`config.mk`:
```
export PLATFORM = sky130hd
export DESIGN_NAME = wdt_top
export DESIGN_NICKNAME = d
export VERILOG_FILES = /design/src/wdt_pkg.sv /design/src/wdt_presc_if.sv /design/src/wdt_presc.sv /design/src/wdt_top.sv
export SDC_FILE = /design/constraint.sdc
export NUM_CORES = 1
export LEC_CHECK = 0
export ABC_AREA = 1
export BUFFER_PORTS_ARGS = -buffer_cell sky130_fd_sc_hd__buf_2
export CELL_PAD_IN_SITES_DETAIL_PLACEMENT = 0
export CELL_PAD_IN_SITES_GLOBAL_PLACEMENT = 1
export CORE_MARGIN = 4
export CORE_UTILIZATION = 36
export DETAILED_ROUTE_END_ITERATION = 12
export PLACE_DENSITY = 0.8
export SLEW_MARGIN = 20
export SYNTH_ARGS = -nofsm -noshare
export SYNTH_HDL_FRONTEND = slang
export SYNTH_HIERARCHICAL = 1
export SYNTH_SLANG_ARGS = --single-unit
```
`constraint.sdc`:
```
create_clock -name mclk -period 1.7 [get_ports mclk]
set_clock_uncertainty 0.15 [all_clocks]
set_input_delay 0.085 -clock mclk [delete_from_list [all_inputs] [get_ports mclk]]
set_output_delay 0.085 -clock mclk [all_outputs]
set_load 0.05 [all_outputs]
```
`src/wdt_pkg.sv`:
```
package wdt_pkg;
    // ========================================
    // Register offsets (byte addresses)
    localparam logic [3:0] OFF_LOAD    = 4'h0;
    localparam logic [3:0] OFF_VALUE   = 4'h4;
    localparam logic [3:0] OFF_CONTROL = 4'h8;
    localparam logic [3:0] OFF_CLEAR   = 4'hC;
    localparam logic [3:0] OFF_STATUS  = 4'h0;
    // ========================================
    // Control field positions
    localparam int CTL_UP      = 8;
    localparam int CTL_EN      = 7;
    localparam int CTL_PERIOD  = 6;
    localparam int CTL_WDOG    = 5;
    localparam int CTL_PRE_LO  = 2;
    localparam int CTL_IRQ     = 1;
    localparam int CTL_PDHALT  = 0;
    localparam logic [15:0] CTL_WMASK = 16'h01EF;
    // ========================================
    // Reset values
    localparam logic [15:0] LOAD_RST  = 16'h0050;
    localparam logic [15:0] VALUE_RST = 16'h0050;
    localparam logic [15:0] CTL_RST   = 16'h0000;
    // ========================================
    // Prescaler codes and divide counts
    localparam logic [1:0] PRE_DIV1   = 2'h0;
    localparam logic [1:0] PRE_DIV16  = 2'h1;
    localparam logic [1:0] PRE_DIV256 = 2'h2;
    localparam logic [7:0] DIV16_TOP  = 8'h0F;
    localparam logic [7:0] DIV256_TOP = 8'hFF;
endpackage : wdt_pkg

```
`src/wdt_presc_if.sv`:
```
`timescale 1ns/10ps
interface wdt_presc_if;
    logic       src_tick;
    logic [1:0] code;
    logic       run;
    logic       tick;
    modport ctrl (output src_tick, output code, output run, input tick);
    modport div  (input src_tick, input code, input run, output tick);
endinterface : wdt_presc_if

```
`src/wdt_presc.sv`:
```
`timescale 1ns/10ps
module wdt_presc (
    input  wire logic mclk,
    input  wire logic rst,
    wdt_presc_if.div  pif
);
    typedef struct packed {
        logic [7:0] cnt;
        logic       tick;
    } wdt_presc_state_t;
    wdt_presc_state_t st;
    wdt_presc_state_t next_st;
    // ========================================
    // Source clock divider
    always_comb
    begin
        next_st      = st;
        next_st.tick = 1'b0;
        if (pif.run && pif.src_tick)
        begin
            unique case (pif.code)
                wdt_pkg::PRE_DIV1:
                begin
                    next_st.tick = 1'b1;
                    next_st.cnt  = 8'h00;
                end
                wdt_pkg::PRE_DIV16:
                begin
                    next_st.tick = (st.cnt[3:0] == wdt_pkg::DIV16_TOP[3:0]);
                    next_st.cnt  = {4'h0, st.cnt[3:0] + 4'h1};
                end
                wdt_pkg::PRE_DIV256:
                begin
                    next_st.tick = (st.cnt == wdt_pkg::DIV256_TOP);
                    next_st.cnt  = st.cnt + 8'h01;
                end
                default:
                begin
                    next_st.tick = 1'b0;
                end
            endcase
        end
    end
    always_ff @(posedge mclk)
    begin
        if (rst)
        begin
            st <= '0;
        end
        else
        begin
            st <= next_st;
        end
    end
    assign pif.tick = st.tick;
endmodule : wdt_presc

```
`src/wdt_top.sv`:
```
// Local design decisions: the register offsets and the Wishbone register port.
`timescale 1ns/10ps
// Summary of operation
// - Outside watchdog mode, direction bit one counts up per tick, zero counts down; watchdog mode counts down
// - Counter advances only while the enable bit is one
// - Mode bit one selects periodic, zero selects free running
// - Watchdog bit set puts the timer in watchdog operation
// - Prescaler divides by 1, 16, 256; code 11 reserved
// - At zero in watchdog mode: interrupt if option set, else reset
// - In peripheral power-down, halt bit one stops the counter
// - Reload on overflow in periodic mode; on clear write in watchdog mode
// - Watchdog locks load and control until power-on reset
// - Counter pauses while the debugger holds the core
module wdt_top #(
    parameter int CNT_W = 16
) (
    input  wire logic        mclk,
    input  wire logic        rst,
    input  wire logic        por,
    input  wire logic        lp_osc_tick,
    input  wire logic        debug_halt,
    input  wire logic        periph_powerdown,
    input  wire logic        wb_cyc_i,
    input  wire logic        wb_stb_i,
    input  wire logic        wb_we_i,
    input  wire logic [3:0]  wb_adr_i,
    input  wire logic [3:0]  wb_sel_i,
    input  wire logic [31:0] wb_dat_i,
    output logic      [31:0] wb_dat_o,
    output logic             wb_ack_o,
    output logic             wb_err_o,
    output logic             wdt_irq,
    output logic             wdt_reset_req
);
    typedef struct packed {
        logic [15:0]      load;
        logic [CNT_W-1:0] value;
        logic [15:0]      ctl;
        logic             locked;
        logic             irq;
        logic             rst_req;
        logic             fired;
        logic [31:0]      rdata;
        logic             ack;
        logic             err;
    } wdt_state_t;
    wdt_state_t st;
    wdt_state_t next_st;
    wdt_presc_if pif ();
    wdt_presc u_presc (
        .mclk (mclk),
        .rst  (rst),
        .pif  (pif)
    );
    // ========================================
    // Byte-lane merge
    function automatic logic [15:0] merge16(input logic [15:0] old,
                                             input logic [31:0] d,
                                             input logic [3:0]  sel);
        merge16 = old;
        if (sel[0])
        begin
            merge16[7:0] = d[7:0];
        end
        if (sel[1])
        begin
            merge16[15:8] = d[15:8];
        end
    endfunction : merge16
    logic req;
    logic wr;
    logic run;
    logic wrap;
    logic wdog;
    assign req  = wb_cyc_i && wb_stb_i && !st.ack && !st.err;
    assign wr   = req && wb_we_i;
    assign wdog = st.ctl[wdt_pkg::CTL_WDOG];
    assign wrap = run && pif.tick && !wdog
                  && (st.ctl[wdt_pkg::CTL_UP] ? &st.value : st.value == '0);
    assign run = st.ctl[wdt_pkg::CTL_EN] && !debug_halt
                 && !(periph_powerdown && st.ctl[wdt_pkg::CTL_PDHALT]);
    assign pif.src_tick = lp_osc_tick;
    assign pif.code     = st.ctl[wdt_pkg::CTL_PRE_LO +: 2];
    assign pif.run      = run;
    // ========================================
    // Next state
    always_comb
    begin
        next_st       = st;
        next_st.ack   = 1'b0;
        next_st.err   = 1'b0;
        next_st.rdata = 32'h0000_0000;
        // ========================================
        // Counter
        if (run && pif.tick)
        begin
            if (wdog)
            begin
                if (st.value != '0)
                begin
                    next_st.value = st.value - 1'b1;
                end
            end
            else if (st.ctl[wdt_pkg::CTL_UP])
            begin
                if (&st.value && st.ctl[wdt_pkg::CTL_PERIOD])
                begin
                    next_st.value = CNT_W'(st.load);
                    next_st.irq   = 1'b1;
                end
                else
                begin
                    next_st.value = st.value + 1'b1;
                    next_st.irq   = st.irq | (&st.value);
                end
            end
            else
            begin
                if (st.value == '0 && st.ctl[wdt_pkg::CTL_PERIOD])
                begin
                    next_st.value = CNT_W'(st.load);
                    next_st.irq   = 1'b1;
                end
                else
                begin
                    next_st.value = st.value - 1'b1;
                    next_st.irq   = st.irq | (st.value == '0);
                end
            end
        end
        if (wdog && st.value == '0 && !st.fired)
        begin
            next_st.fired = 1'b1;
            if (st.ctl[wdt_pkg::CTL_IRQ])
            begin
                next_st.irq = 1'b1;
            end
            else
            begin
                next_st.rst_req = 1'b1;
            end
        end
        // ========================================
        // Bus access
        if (req)
        begin
            next_st.ack = 1'b1;
            if (wr)
            begin
                unique case (wb_adr_i)
                    wdt_pkg::OFF_LOAD:
                    begin
                        if (!st.locked)
                        begin
                            next_st.load = merge16(st.load, wb_dat_i, wb_sel_i);
                        end
                    end
                    wdt_pkg::OFF_CONTROL:
                    begin
                        if (!st.locked)
                        begin
                            next_st.ctl = merge16(st.ctl, wb_dat_i, wb_sel_i)
                                          & wdt_pkg::CTL_WMASK;
                            next_st.locked = next_st.ctl[wdt_pkg::CTL_WDOG];
                        end
                    end
                    wdt_pkg::OFF_CLEAR:
                    begin
                        if (wb_sel_i[0])
                        begin
                            if (wdog)
                            begin
                                next_st.value   = CNT_W'(st.load);
                                next_st.fired   = 1'b0;
                                next_st.irq     = 1'b0;
                                next_st.rst_req = 1'b0;
                            end
                            else
                            begin
                                next_st.irq = wrap;
                            end
                        end
                    end
                    wdt_pkg::OFF_VALUE:
                    begin
                        next_st.ack = 1'b1;
                    end
                    default:
                    begin
                        next_st.ack = 1'b0;
                        next_st.err = 1'b1;
                    end
                endcase
            end
            else
            begin
                unique case (wb_adr_i)
                    wdt_pkg::OFF_LOAD:
                    begin
                        next_st.rdata = {16'h0000, st.load};
                    end
                    wdt_pkg::OFF_VALUE:
                    begin
                        next_st.rdata = 32'(st.value);
                    end
                    wdt_pkg::OFF_CONTROL:
                    begin
                        next_st.rdata = {16'h0000, st.ctl};
                    end
                    wdt_pkg::OFF_CLEAR:
                    begin
                        next_st.rdata = {30'h0000_0000, st.rst_req, st.irq};
                    end
                    default:
                    begin
                        next_st.ack = 1'b0;
                        next_st.err = 1'b1;
                    end
                endcase
            end
        end
    end
    // ========================================
    // State register
    always_ff @(posedge mclk)
    begin
        if (por)
        begin
            st.load    <= wdt_pkg::LOAD_RST;
            st.value   <= CNT_W'(wdt_pkg::VALUE_RST);
            st.ctl     <= wdt_pkg::CTL_RST;
            st.locked  <= 1'b0;
            st.irq     <= 1'b0;
            st.rst_req <= 1'b0;
            st.fired   <= 1'b0;
            st.rdata   <= 32'h0000_0000;
            st.ack     <= 1'b0;
            st.err     <= 1'b0;
        end
        else if (rst)
        begin
            st         <= next_st;
            st.rst_req <= 1'b0;
            st.ack     <= 1'b0;
            st.err     <= 1'b0;
            st.rdata   <= 32'h0000_0000;
            if (!st.locked)
            begin
                st.load  <= wdt_pkg::LOAD_RST;
                st.value <= CNT_W'(wdt_pkg::VALUE_RST);
                st.ctl   <= wdt_pkg::CTL_RST;
                st.irq   <= 1'b0;
                st.fired <= 1'b0;
                st.locked <= 1'b0;
            end
        end
        else
        begin
            st <= next_st;
        end
    end
    assign wb_dat_o      = st.rdata;
    assign wb_ack_o      = st.ack;
    assign wb_err_o      = st.err;
    assign wdt_irq       = st.irq;
    assign wdt_reset_req = st.rst_req;
endmodule : wdt_top

```
==> Word level (Yosys, flattened, before mapping) <==
Cells that the tools add are included.
{ "op_classes": {"addsub": 4, "eq_ne": 7, "mux": 43, "n_bitwise": 4, "reduce_logical": 33} }
{ "op_table": {"columns": ["op", "count"], "rows": [
  ["$mux W16", 11],
  ["$mux W86", 2],
  ["$pmux W16 S4", 1],
  ["$mux W52", 1],
  ["$mux W50", 1],
  ["$mux W17", 2],
  ["$mux W32", 1],
  ["$mux W8", 3],
  ["$pmux W8 S3", 1],
  ["$add A16 B1 Y16 const B", 1],
  ["$logic_not A16 Y1", 1],
  ["$reduce_and A16 Y1", 1],
  ["$reduce_bool A16 Y1", 1],
  ["$sub A16 B1 Y16 const B", 1],
  ["$logic_and A1 B1 Y1", 15],
  ["$mux W1", 13],
  ["$eq A4 B4 Y1 const B", 3],
  ["$mux W3", 3],
  ["$add A8 B1 Y8 const B", 1],
  ["$eq A8 B8 Y1 const B", 1],
  ["$reduce_or A4 Y1", 2],
  ["$logic_not A1 Y1", 6],
  ["$mux W2", 3],
  ["$add A4 B1 Y4 const B", 1],
  ["12 further kinds", 15]
]} }
{ "word_totals": {"ff_bits": 95, "input_bits": 49, "output_inout_bits": 36, "wordCells": 103} }

==> Longest topological paths before layout <==
Gate-level depths: netlist of the first run.
{ "logic_depth": {"ltp_word": 15, "ltp_mapped": 17, "depth_no_buf": 17} }

==> By module <==
The synthesis of the first run kept the hierarchy.
{ "modules_own_cells": {"columns": ["module", "instances", "cells_per_inst", "area_per_inst_um2", "seq_area_each_um2"], "rows": [
  ["wdt_top", 1, 707, 4484.3, 1401.3],
  ["wdt_presc", 1, 89, 584.3, 180.2]
]} }

==> Worst setup path before layout of the first run <==
Ideal clock, no wire load.
{ "synth_path": {"path_kind": "reg2reg", "startpoint": "reg st, in the netlist wb_ack_o", "endpoint": "reg st[59] in the netlist's numbering", "setup_ns": 0.136, "arrival_time_ns": 1.659, "required_time_ns": 1.414, "setup_slack_ns": -0.245, "path_stages_with_launch": 9, "n_path_buf": 1, "period_less_slack_ns": 1.945, "path_cell_list": "dfxtp_1 nor3_2 inv_1 nor3_1 nand3_1 clkbuf_1 o21ai_0 nand3b_1 a21oi_1"} }
{ "synth_between": {"elab_chain_cells": 8} }
{ "synth_rtl": {"columns": ["element", "line", "source"], "rows": [
  ["start, declared", "wdt_top.sv:47", "wdt_state_t st;"],
  ["start signal, assigned", "wdt_top.sv:242", "st <= next_st;"],
  ["start signal, assigned", "wdt_top.sv:259", "st <= next_st;"],
  ["$logic_not A1 Y1 *", "wdt_top.sv:75", "assign req = wb_cyc_i && wb_stb_i && !st.ack && !st.err;"],
  ["$logic_and A1 B1 Y1 * (2 in a row)", "wdt_top.sv:75", null],
  ["$logic_and A1 B1 Y1", "wdt_top.sv:76", "assign wr = req && wb_we_i;"],
  ["$mux W52", "wdt_top.sv:148", "if (wr)"],
  ["$mux W86 *", "wdt_top.sv:145", "if (req)"],
  ["$mux W50", "wdt_top.sv:247", "if (!st.locked)"],
  ["$mux W86 *", "wdt_top.sv:240", "else if (rst)"]
]} }
Mark *: on every way between the ends. The rest lies on a longest branch, timed or not.
A chain may end at the register's enable or synchronous reset.

==> Worst setup path after layout of the first run <==
{ "layout_path": {"startpoint": "reg st[57] in the netlist's numbering", "endpoint": "reg st[66] in the netlist's numbering"} }
{ "layout_between": {"elab_chain_cells": 13, "word_cells_on_any_way": 20, "cone_classes": "add/sub: 2; mux: 13; reduce/logical: 5"} }
{ "layout_rtl": {"columns": ["element", "line", "source"], "rows": [
  ["parallel branches: the longest is 4 deep, another holds $sub A16 B1 Y16", null, null],
  ["$mux W16 *", "wdt_top.sv:97", "if (wdog)"],
  ["$mux W16 *", "wdt_top.sv:95", "if (run && pif.tick)"],
  ["$mux W16", "wdt_top.sv:171", "if (wdog)"],
  ["$mux W16", "wdt_top.sv:169", "if (wb_sel_i[0])"],
  ["$mux W16", "wdt_top.sv:150", "unique case (wb_adr_i)"],
  ["$mux W52", "wdt_top.sv:148", null],
  ["$mux W86 *", "wdt_top.sv:145", null],
  ["$mux W50", "wdt_top.sv:247", null],
  ["$mux W86 *", "wdt_top.sv:240", null]
]} }
Every way passes the cells marked *.

==> results of run 1 <==
area by class of cell:
cell class	instances	area share, %
multi-input cells	584	46.02
repair buffers	210	21.63
flip-flops and latches	79	21.35
inverters	84	4.323
clock buffers	9	2.970
well taps	180	2.970
clock inverters	7	0.7261
cells in the final DEF (no fill, tap or decap), types with 3 or more instances in the layout:
cell,Yosys,final
o21ai_0,45,24
buf_2,14,50
ha_4,0,3
xor2_1,16,15
nand3_4,0,3
nor2_1,88,65
dlygate4sd3_1,0,19
nand3_2,3,10
dfxtp_1,79,61
inv_2,4,10
ha_1,8,5
inv_4,0,3
buf_6,1,13
dfxtp_4,0,6
nand2_4,0,7
o21ai_2,2,18
o21ai_1,7,11
dfxtp_2,0,12
conb_1,1,16
o211ai_1,5,5
a31oi_1,16,5
nand4_1,11,11
a31oi_4,0,11
nor3_1,9,7
a21oi_2,1,8
nand2_1,232,215
nor2_4,3,19
inv_1,78,69
nand2_2,4,14
buf_4,35,121
clkbuf_16,0,10
nand3_1,40,30
a21oi_1,42,35
nor3_2,5,3
nor3_4,1,5
buf_12,0,6
inv_6,0,3
nor2_2,8,15
critical path, cell delays in order, from the launching register on:
cell      delay (ns)
dfxtp_4         0.38
nor2_2          0.23
nand2_2         0.12
nor2_4          0.19
nand2_2         0.10
nand2_4         0.09
nand3_4         0.16
buf_6           0.16
o211ai_1        0.16
a21oi_1         0.09
path summary, 6_finish.rpt:
| check | start | to | cells past startpoint | slack (ns) |
|---|---|---|---|---|
| setup / recovery | st[57]$_SDFF_PP0_ | st[66]$_SDFF_PP0_ | 9 | -0.24 |
| hold / removal | lp_osc_tick | u_presc/st[7]$_SDFFE_PP0P_ | 6 | 0.03 |
| setup reg to reg | st[57]$_SDFF_PP0_ | st[66]$_SDFF_PP0_ | 9 | -0.24 |
| hold reg to reg | flip-flop | flip-flop | 2 | 0.29 |
timing repair:
item	4_1_cts	5_1_grt
pin swaps	11	36
setup buffers	4	8
resized for setup	56	133
gates cloned	0	2
hold endpoints to repair	30	0
setup endpoints to repair	34	53
hold buffers	19	0
routing by layer:
| metal | routed length [um] | track usage (%) |
|---|---|---|
| met1 | 8258 | 30.73 |
| met2 | 8522 | 33.50 |
| met3 | 1306 | 2.863 |
| met4 | 468 | 8.265 |
| met5 | 0 | 0 |
cell families (layout without fill, tap and decap cells):
logic type               Yosys count  in the layout  synth area share [%]
flip-flops                        79             79                 31.20
XOR/XNOR                          17             17                 2.937
AO/OA/AOI/OAI                    133            133                 15.03
AND/OR/NAND/NOR                  410            410                 34.73
buffers and inverters            148            310                 14.05
other                              1             16               0.07398
adder cells (fa/ha/maj)            8              8                 1.975
power breakdown:
group          switching [mW]  total [mW]  leakage (nW)  internal, mW
sequential            0.00167        1.84         0.645          1.84
clock                   0.865        1.87         0.132          1.00
combinational           0.211       0.325          2.40         0.114
total                    1.08        4.04          3.17          2.96
==> metrics.cfg, run 1 <==
[outcome]
status = finished with violations
violations = negative setup slack

[route]
vias = 5734
drt-initial-drc-count = 573
drcViolationCount = 0
drt_first_pass_iters = 5
drt_wl_total_um = 18560
via_per_inst = 4.973
final_antenna_net_count = 0
route.detailed.wl_per_inst_um = 16.09

[layout]
seq_area_sq_um = 1619
instances_no_fill = 1153
fill_cells = 1301
area_growth_pct = 49.59
drive_gt1_share_pct = 37.31
nets = 1025
final_util_pct = 54.84
antenna_cells = 0
design_area_sq_um = 7582
multi_input_area_sq_um = 3490

[clock_network]
clock_latency_ns = 0.34
clockRootBuffer = clkbuf_16
htreeDepth = 3
cts_tree = yes
cts_made_buffers = 9
numClockSinks = 79
path_clk_slew_ns = 0.07
cts_max_path_buffers = 2

[hold_path]
holdCritPathClass = in -> reg

[synthesis]
yosysSeqAreaShare_pct = 31.20
netlist.area_leader.share_pct = 31.20
synth.distinct_cells = 44
synth-edff-count = 0
yosysWarnings = 6
synthTopCellsByArea = dfxtp_1, nand2_1, nor2_1
yosysMostFrequentCell = nand2_1
async_reset_ff_share_pct = 0
syn_inst = 796
syn-cell-area_sq_um = 5069
postSynthAreaPerCell_sq_um = 6.368
synth_commonest_cells = nand2_1, nor2_1, dfxtp_1, inv_1, o21ai_0
synth_ff_type = dfxtp_1
synth.largest_area_cell = dfxtp_1
ys_ff_latch = 79

[placement]
dpl_cell_area_sq_um = 6321
post-place-ws_ns = -0.2281
dp_cells = 1104
dp.final_hpwl_um = 13360
place.gp.congestion = 1.006
portBuffers = 50

[floorplanning]
rows = 43
start_util_pct = 36.66
die_w_um = 126.7
io_pins = 85
core_area_sq_um = 13830
dieHeight_um = 126.7
die_area_sq_um = 16040

[critical_path]
required_ns = 1.78
end_kind = flip-flop
cp-start-kind = flip-flop
crit_arrival_ns = 2.02
critPathKind = reg -> reg
crit_fanout = 8

[sta]
min_period_ns = 1.936
finalHoldViolations = 0
setup_viol = 37
final_max_slew_viol_count = 0
timing.hold.ws_ns = 0.03417
rsz0062_at_grt = yes
period_share_pct = 113.9
tns_ns = -3.126
max_freq_mhz = 516.5
worst_slack_ns = -0.2363

[job]
max_cap_viol_count = 0

[global_routing]
grt_pass1_vias = 5223
track_usage_pct = 21.67
grt_pass1_wl_um = 27590
antenna_found_initial = 0
grt-ovfl-total = 0
grt_max_degree = 17

[power]
p_leak_nw = 3.175
fin_total_pwr_mw = 4.036
ir_drop_mv = 0.4723
power-per-cell-area_nw_per_um2 = 532.3

Power figures use the tool's default switching activity.
==> inputs of run 2 (changes only) <==
--- a/config.mk
+++ b/config.mk
@@ -12,7 +12,7 @@
 export CORE_MARGIN = 4
 export CORE_UTILIZATION = 36
 export DETAILED_ROUTE_END_ITERATION = 12
-export PLACE_DENSITY = 0.8
+export PLACE_DENSITY = 0.79
 export SLEW_MARGIN = 20
 export SYNTH_ARGS = -nofsm -noshare
 export SYNTH_HDL_FRONTEND = slang
==> run 2 against run 1 <==
  * The flow still finishes with violations (negative setup slack)
  * Flip-flop and latch count did not move
  * Worst hold slack improved by 0.00057 ns
  * Critical path depth did not move
  * Worst setup slack improved by 0.051 ns
  * Clock-buffer cell count did not move
  * Sequential share of layout area barely moved
  * Non-clock buffer count rose by 3
==> metrics.cfg, run 2 (same netlist as run 1, synthesis figures left out) <==
[placement]
place.gp.congestion = 0.9749  ; -3.1%
dpl_cell_area_sq_um = 6334  ; +0.20%
portBuffers = 50  ; unchanged
dp.final_hpwl_um = 13490  ; +0.98%
dp_cells = 1104  ; unchanged

[clock_network]
htreeDepth = 3  ; unchanged
path_clk_slew_ns = 0.07  ; about the same
clock_latency_ns = 0.35  ; about the same
clockRootBuffer = clkbuf_16
numClockSinks = 79  ; unchanged
cts_made_buffers = 9  ; unchanged
cts_max_path_buffers = 2  ; unchanged
cts_tree = yes

[route]
drcViolationCount = 0  ; unchanged
route.detailed.wl_per_inst_um = 16.03  ; -0.39%
final_antenna_net_count = 0  ; unchanged
drt_first_pass_iters = 5  ; unchanged
drt-initial-drc-count = 409  ; -29%
via_per_inst = 4.933  ; -0.82%
drt_wl_total_um = 18530  ; -0.13%
vias = 5702  ; -0.56%

[hold_path]
holdCritPathClass = in -> reg

[critical_path]
crit_fanout = 6  ; -2
required_ns = 1.79  ; about the same
crit_arrival_ns = 1.97  ; -0.05 ns
cp-start-kind = flip-flop
end_kind = flip-flop
critPathKind = reg -> reg

[global_routing]
grt-ovfl-total = 0  ; unchanged
grt_max_degree = 19  ; +2
grtUsageMet1_pct = 30.64  ; -0.088 points
grt_pass1_wl_um = 27840  ; +0.92%
track_usage_pct = 22.15  ; +0.48 points
antenna_found_initial = 0  ; unchanged
use_met3_pct = 4.295  ; +1.4 points
busiest_layer = met2
grt_pass1_vias = 5269  ; +0.88%
met2_usage_pct = 35.06  ; +1.6 points

[layout]
area_growth_pct = 49.94
antenna_cells = 0  ; unchanged
multi_input_area_sq_um = 3450  ; -1.1%
final_cell_mix = nand2_1, buf_4, inv_1, nor2_1, dfxtp_1
design_area_sq_um = 7600  ; +0.23%
fill_cells = 1279  ; -1.7%
nets = 1028  ; +0.29%
final_common_cell = nand2_1
drive_gt1_share_pct = 37.50  ; +0.19 points
instances_no_fill = 1156  ; +0.26%
seq_area_sq_um = 1620  ; about the same

[sta]
worst_slack_ns = -0.1853  ; +0.05095 ns
final_max_slew_viol_count = 0  ; unchanged
max_freq_mhz = 530.4  ; +2.7%
period_share_pct = 110.9  ; -3.0 points
tns_ns = -4.280  ; -1.154 ns
finalHoldViolations = 0  ; unchanged
setup_viol = 55  ; +49%
min_period_ns = 1.885  ; -0.05095 ns
rsz0062_at_grt = yes

[floorplanning]
die_area_sq_um = 16040  ; unchanged
rows = 43  ; unchanged
dieHeight_um = 126.7  ; unchanged
die_w_um = 126.7  ; unchanged
io_pins = 85  ; unchanged
core_area_sq_um = 13830  ; unchanged
start_util_pct = 36.66  ; unchanged

[power]
power-per-cell-area_nw_per_um2 = 534.4  ; +0.40%
ir_drop_mv = 0.6868  ; +45%
p_leak_nw = 3.205  ; +0.96%

[outcome]
violations = negative setup slack
status = finished with violations

[job]
max_cap_viol_count = 0  ; unchanged

==> run 2: critical path, cell delays in order, from the launching register on <==
cell and delay [ns]:
dfxtp_4 0.39, ha_4 0.15, nand2_4 0.07, nor2_4 0.14, nand2_4 0.09, o21ai_4 0.18, nand3_4 0.19, buf_12 0.18
o2111ai_2 0.14, a21oi_1 0.09
==> run 2: path summary, 6_finish.rpt <==
check | start | end | slack, ns | cells past startpoint
worst max-delay path | st[54]$_SDFF_PP0_ | st[64]$_SDFF_PP0_ | -0.19 | 9
worst min-delay path | lp_osc_tick | u_presc/st[2]$_SDFFE_PP0P_ | 0.03 | 5
worst max register to register | st[54]$_SDFF_PP0_ | st[64]$_SDFF_PP0_ | -0.19 | 9
worst min register to register | flip-flop | flip-flop | 0.29 | 2
==> run 2: metal layers <==
metal | vias up | wire [um] | part of all wire, %
met5 | - | 0 | 0
met4 | 0 | 317 | 1.7
met3 | 22 | 1248 | 6.7
met2 | 182 | 8664 | 47
met1 | 2630 | 8300 | 45
li1 | 2868 | - | -
==> run 2: layout make-up <==
| type | instances | share of cell area (%) |
|---|---|---|
| Multi-Input combinational cell | 584 | 45.39 |
| Sequential cell | 79 | 21.32 |
| Timing Repair Buffer | 213 | 22.37 |
| Clock buffer | 9 | 2.963 |
| Inverter | 84 | 4.281 |
| Tap cell | 180 | 2.963 |
| Clock inverter | 7 | 0.7079 |
==> run 2: where the power goes <==
| group | switching, mW | leakage [nW] | internal (mW) | total, mW |
|---|---|---|---|---|
| registers | 0.00168 | 0.645 | 1.84 | 1.84 |
| logic | 0.214 | 2.42 | 0.124 | 0.338 |
| clock network | 0.876 | 0.137 | 1.01 | 1.88 |
==> run 2: timing repair <==
| item | in CTS | in global routing |
|---|---|---|
| setup endpoints to repair | 32 | 61 |
| endpoints found under the hold margin | 31 | 0 |
| pin swaps | 15 | 26 |
| cloned | 0 | 3 |
| buffers inserted | 6 | 8 |
| hold buffers | 19 | 0 |
| resized for setup | 50 | 130 |
==> run 2: stage by stage <==
| stage | total power [mW] | utilization, % | hold WS (ns) | setup slack (ns) |
|---|---|---|---|---|
| 2_1_floorplan | 2.074 | - | 0.01179 | -0.004842 |
| 3_3_place_gp | 2.146 | 45.81 | 0.1523 | -0.2837 |
| 3_5_place_dp | 2.146 | 45.81 | 0.1554 | -0.3125 |
| 4_1_cts | 4.046 | 50.53 | 0.03403 | -0.1892 |
| 5_1_grt | 4.186 | 54.96 | 0.07164 | -0.3035 |
| 6_report | 4.062 | 54.96 | 0.03474 | -0.1853 |
==> inputs of run 3 (changes only) <==
--- a/config.mk
+++ b/config.mk
@@ -10,11 +10,12 @@
 export CELL_PAD_IN_SITES_DETAIL_PLACEMENT = 0
 export CELL_PAD_IN_SITES_GLOBAL_PLACEMENT = 1
 export CORE_MARGIN = 4
-export CORE_UTILIZATION = 36
+export CORE_UTILIZATION = 40
 export DETAILED_ROUTE_END_ITERATION = 12
-export PLACE_DENSITY = 0.79
+export PLACE_DENSITY = 0.83
 export SLEW_MARGIN = 20
 export SYNTH_ARGS = -nofsm -noshare
 export SYNTH_HDL_FRONTEND = slang
 export SYNTH_HIERARCHICAL = 1
 export SYNTH_SLANG_ARGS = --single-unit
+export TNS_END_PERCENT = 10
==> constraint.sdc (replaced) <==
create_clock -name mclk -period 1.86 [get_ports mclk]
set_clock_uncertainty 0.15 [all_clocks]
set_input_delay 0.093 -clock mclk [delete_from_list [all_inputs] [get_ports mclk]]
set_output_delay 0.093 -clock mclk [all_outputs]
set_load 0.05 [all_outputs]
==> run 3 against run 2 <==
  * The run still ends with negative setup slack left
  * Wire length down 6.0%
  * Combinational power down 26%
  * Core utilization up 0.30 points
  * Critical path depth unchanged
  * Final cell count down 5.3%
  * Worst hold slack better by 0.0073 ns
  * Die area down 9.4%
  * Highest routed layer unchanged
  * Sequential power down 8%
  * Final area down 11%
==> metrics.cfg, run 3 (same netlist as run 1, synthesis figures left out) <==
[outcome]
status = finished with violations
violations = negative setup slack

[route]
drt-initial-drc-count = 499  ; +22%
drt_first_pass_iters = 5  ; unchanged
route.detailed.wl_per_inst_um = 15.91  ; -0.76%
vias = 5646  ; -0.98%
drt_wl_total_um = 17420  ; -6.0%
final_antenna_net_count = 0  ; unchanged
drcViolationCount = 0  ; unchanged
via_per_inst = 5.156  ; +4.5%

[placement]
portBuffers = 50  ; unchanged
dpl_cell_area_sq_um = 5927  ; -6.4%
dp.final_hpwl_um = 12880  ; -4.5%
dp_cells = 1058  ; -4.2%
place.gp.congestion = 0.9609  ; -1.4%

[clock_network]
cts_max_path_buffers = 2  ; unchanged
numClockSinks = 79  ; unchanged
path_clk_slew_ns = 0.06  ; about the same
clock_latency_ns = 0.35  ; about the same
cts_tree = yes
cts_made_buffers = 9  ; unchanged
clockRootBuffer = clkbuf_16
htreeDepth = 3  ; unchanged

[hold_path]
holdCritPathClass = in -> reg

[critical_path]
end_kind = flip-flop
worstPathCellList = ha_4, nand2_4, nor2_4, nand2_4, o21ai_4, nand3_4, buf_4, o211ai_1, a21oi_1
required_ns = 1.94  ; +0.15 ns
cp_common_cell = nand2_4
max_stage_delay_ns = 0.39  ; about the same
cp.buffers_inverters = 1  ; unchanged
crit_slowest_cell = dfxtp_4
crit_arrival_ns = 2.02  ; +0.05 ns
crit_family = simple AND/OR/NAND/NOR gates
critPathKind = reg -> reg
cp-start-kind = flip-flop
crit_fanout = 6  ; unchanged

[sta]
worst_slack_ns = -0.07557  ; +0.1098 ns
final_max_slew_viol_count = 0  ; unchanged
max_freq_mhz = 516.6  ; -2.6%
period_share_pct = 104.1  ; -6.8 points
min_period_ns = 1.936  ; +0.05023 ns
setup_viol = 7  ; -87%
rsz0062_at_grt = yes
finalHoldViolations = 0  ; unchanged
timing.hold.ws_ns = 0.04209  ; +0.007349 ns

[floorplanning]
core_area_sq_um = 12210  ; -12%
rows = 40  ; -7.0%
dieHeight_um = 120.6  ; -4.8%
die_w_um = 120.6  ; -4.8%
die_area_sq_um = 14540  ; -9.4%
io_pins = 85  ; unchanged
start_util_pct = 41.51  ; +4.8 points

[global_routing]
antenna_found_initial = 0  ; unchanged
grt_pass1_vias = 5347  ; +1.5%
grt_pass1_wl_um = 27700  ; -0.50%
track_usage_pct = 24.29  ; +2.1 points
grt_max_degree = 31  ; +12
grt-ovfl-total = 0  ; unchanged

[layout]
final_common_cell = nand2_1
fill_cells = 1218  ; -4.8%
final_cell_mix = nand2_1, buf_4, nor2_1, inv_1, dfxtp_1
drive_gt1_share_pct = 28.48  ; -9.0 points
nets = 979  ; -4.8%
antenna_cells = 0  ; unchanged
design_area_sq_um = 6749  ; -11%
instances_no_fill = 1095  ; -5.3%
area_growth_pct = 33.15

[power]
fin_total_pwr_mw = 3.771  ; -7.1%
ir_drop_mv = 0.5538  ; -19%
power-per-cell-area_nw_per_um2 = 558.8  ; +4.6%
p_leak_nw = 2.854  ; -11%

[job]
max_cap_viol_count = 0  ; unchanged

-- run 3: path summary, 6_finish.rpt --
check | from | to | slack [ns] | depth (start not counted)
min reg2reg | flip-flop | flip-flop | 0.29 | 2
max | st[55]$_SDFF_PP0_ | st[66]$_SDFF_PP0_ | -0.08 | 9
min | lp_osc_tick | u_presc/st[7]$_SDFFE_PP0P_ | 0.04 | 6
max reg2reg | st[55]$_SDFF_PP0_ | st[66]$_SDFF_PP0_ | -0.08 | 9
-- run 3: what timing repair did --
item,4_1_cts,5_1_grt
hold endpoints to repair,33,0
resized for setup,52,50
hold buffers,19,0
gates cloned,0,0
buffers inserted,1,1
setup endpoints to repair,18,40
pin swaps,6,8
-- run 3: layout make-up --
type | count | area [sq um] | area share, %
clock inverters | 7 | 78.83 | 1.168
flip-flops and latches | 79 | 1614 | 23.92
well taps | 168 | 210.2 | 3.115
clock buffers | 9 | 225.2 | 3.337
repair buffers | 164 | 1199 | 17.76
multi-input cells | 584 | 3100 | 45.94
inverters | 84 | 321.6 | 4.765
-- run 3: power breakdown --
group	switching, mW	internal, mW	leakage, nW	total (mW)
Combinational	0.168	0.0816	2.07	0.249
Clock	0.784	1.05	0.139	1.84
Sequential	0.00150	1.68	0.644	1.69
-- run 3: per-stage QoR --
stage / TNS (ns) / utilization (%) / setup slack [ns]
finish: -0.3084 / 55.27 / -0.07557
global route: -1.737 / 55.27 / -0.1841
CTS: -0.01467 / 53.83 / -0.009286
detailed placement: -2.205 / 48.53 / -0.1846
global placement: -1.434 / 48.53 / -0.1623
floorplan: -0.006243 / - / -0.006243
-- run 3: worst register-to-register path, delay by kind of cell (launching register included) --
kind | cells | cell delay [ns]
buffers and inverters | 1 | 0.19
flip-flops | 1 | 0.39
adder cells (fa/ha/maj) | 1 | 0.15
AO/OA/AOI/OAI | 3 | 0.46
AND/OR/NAND/NOR | 4 | 0.48
-- run 3: routing by layer --
layer	track usage, %	share of wire (%)
met5	0	0
met4	12.11	3.0
met3	3.976	7.9
met2	36.01	45
met1	34.03	45
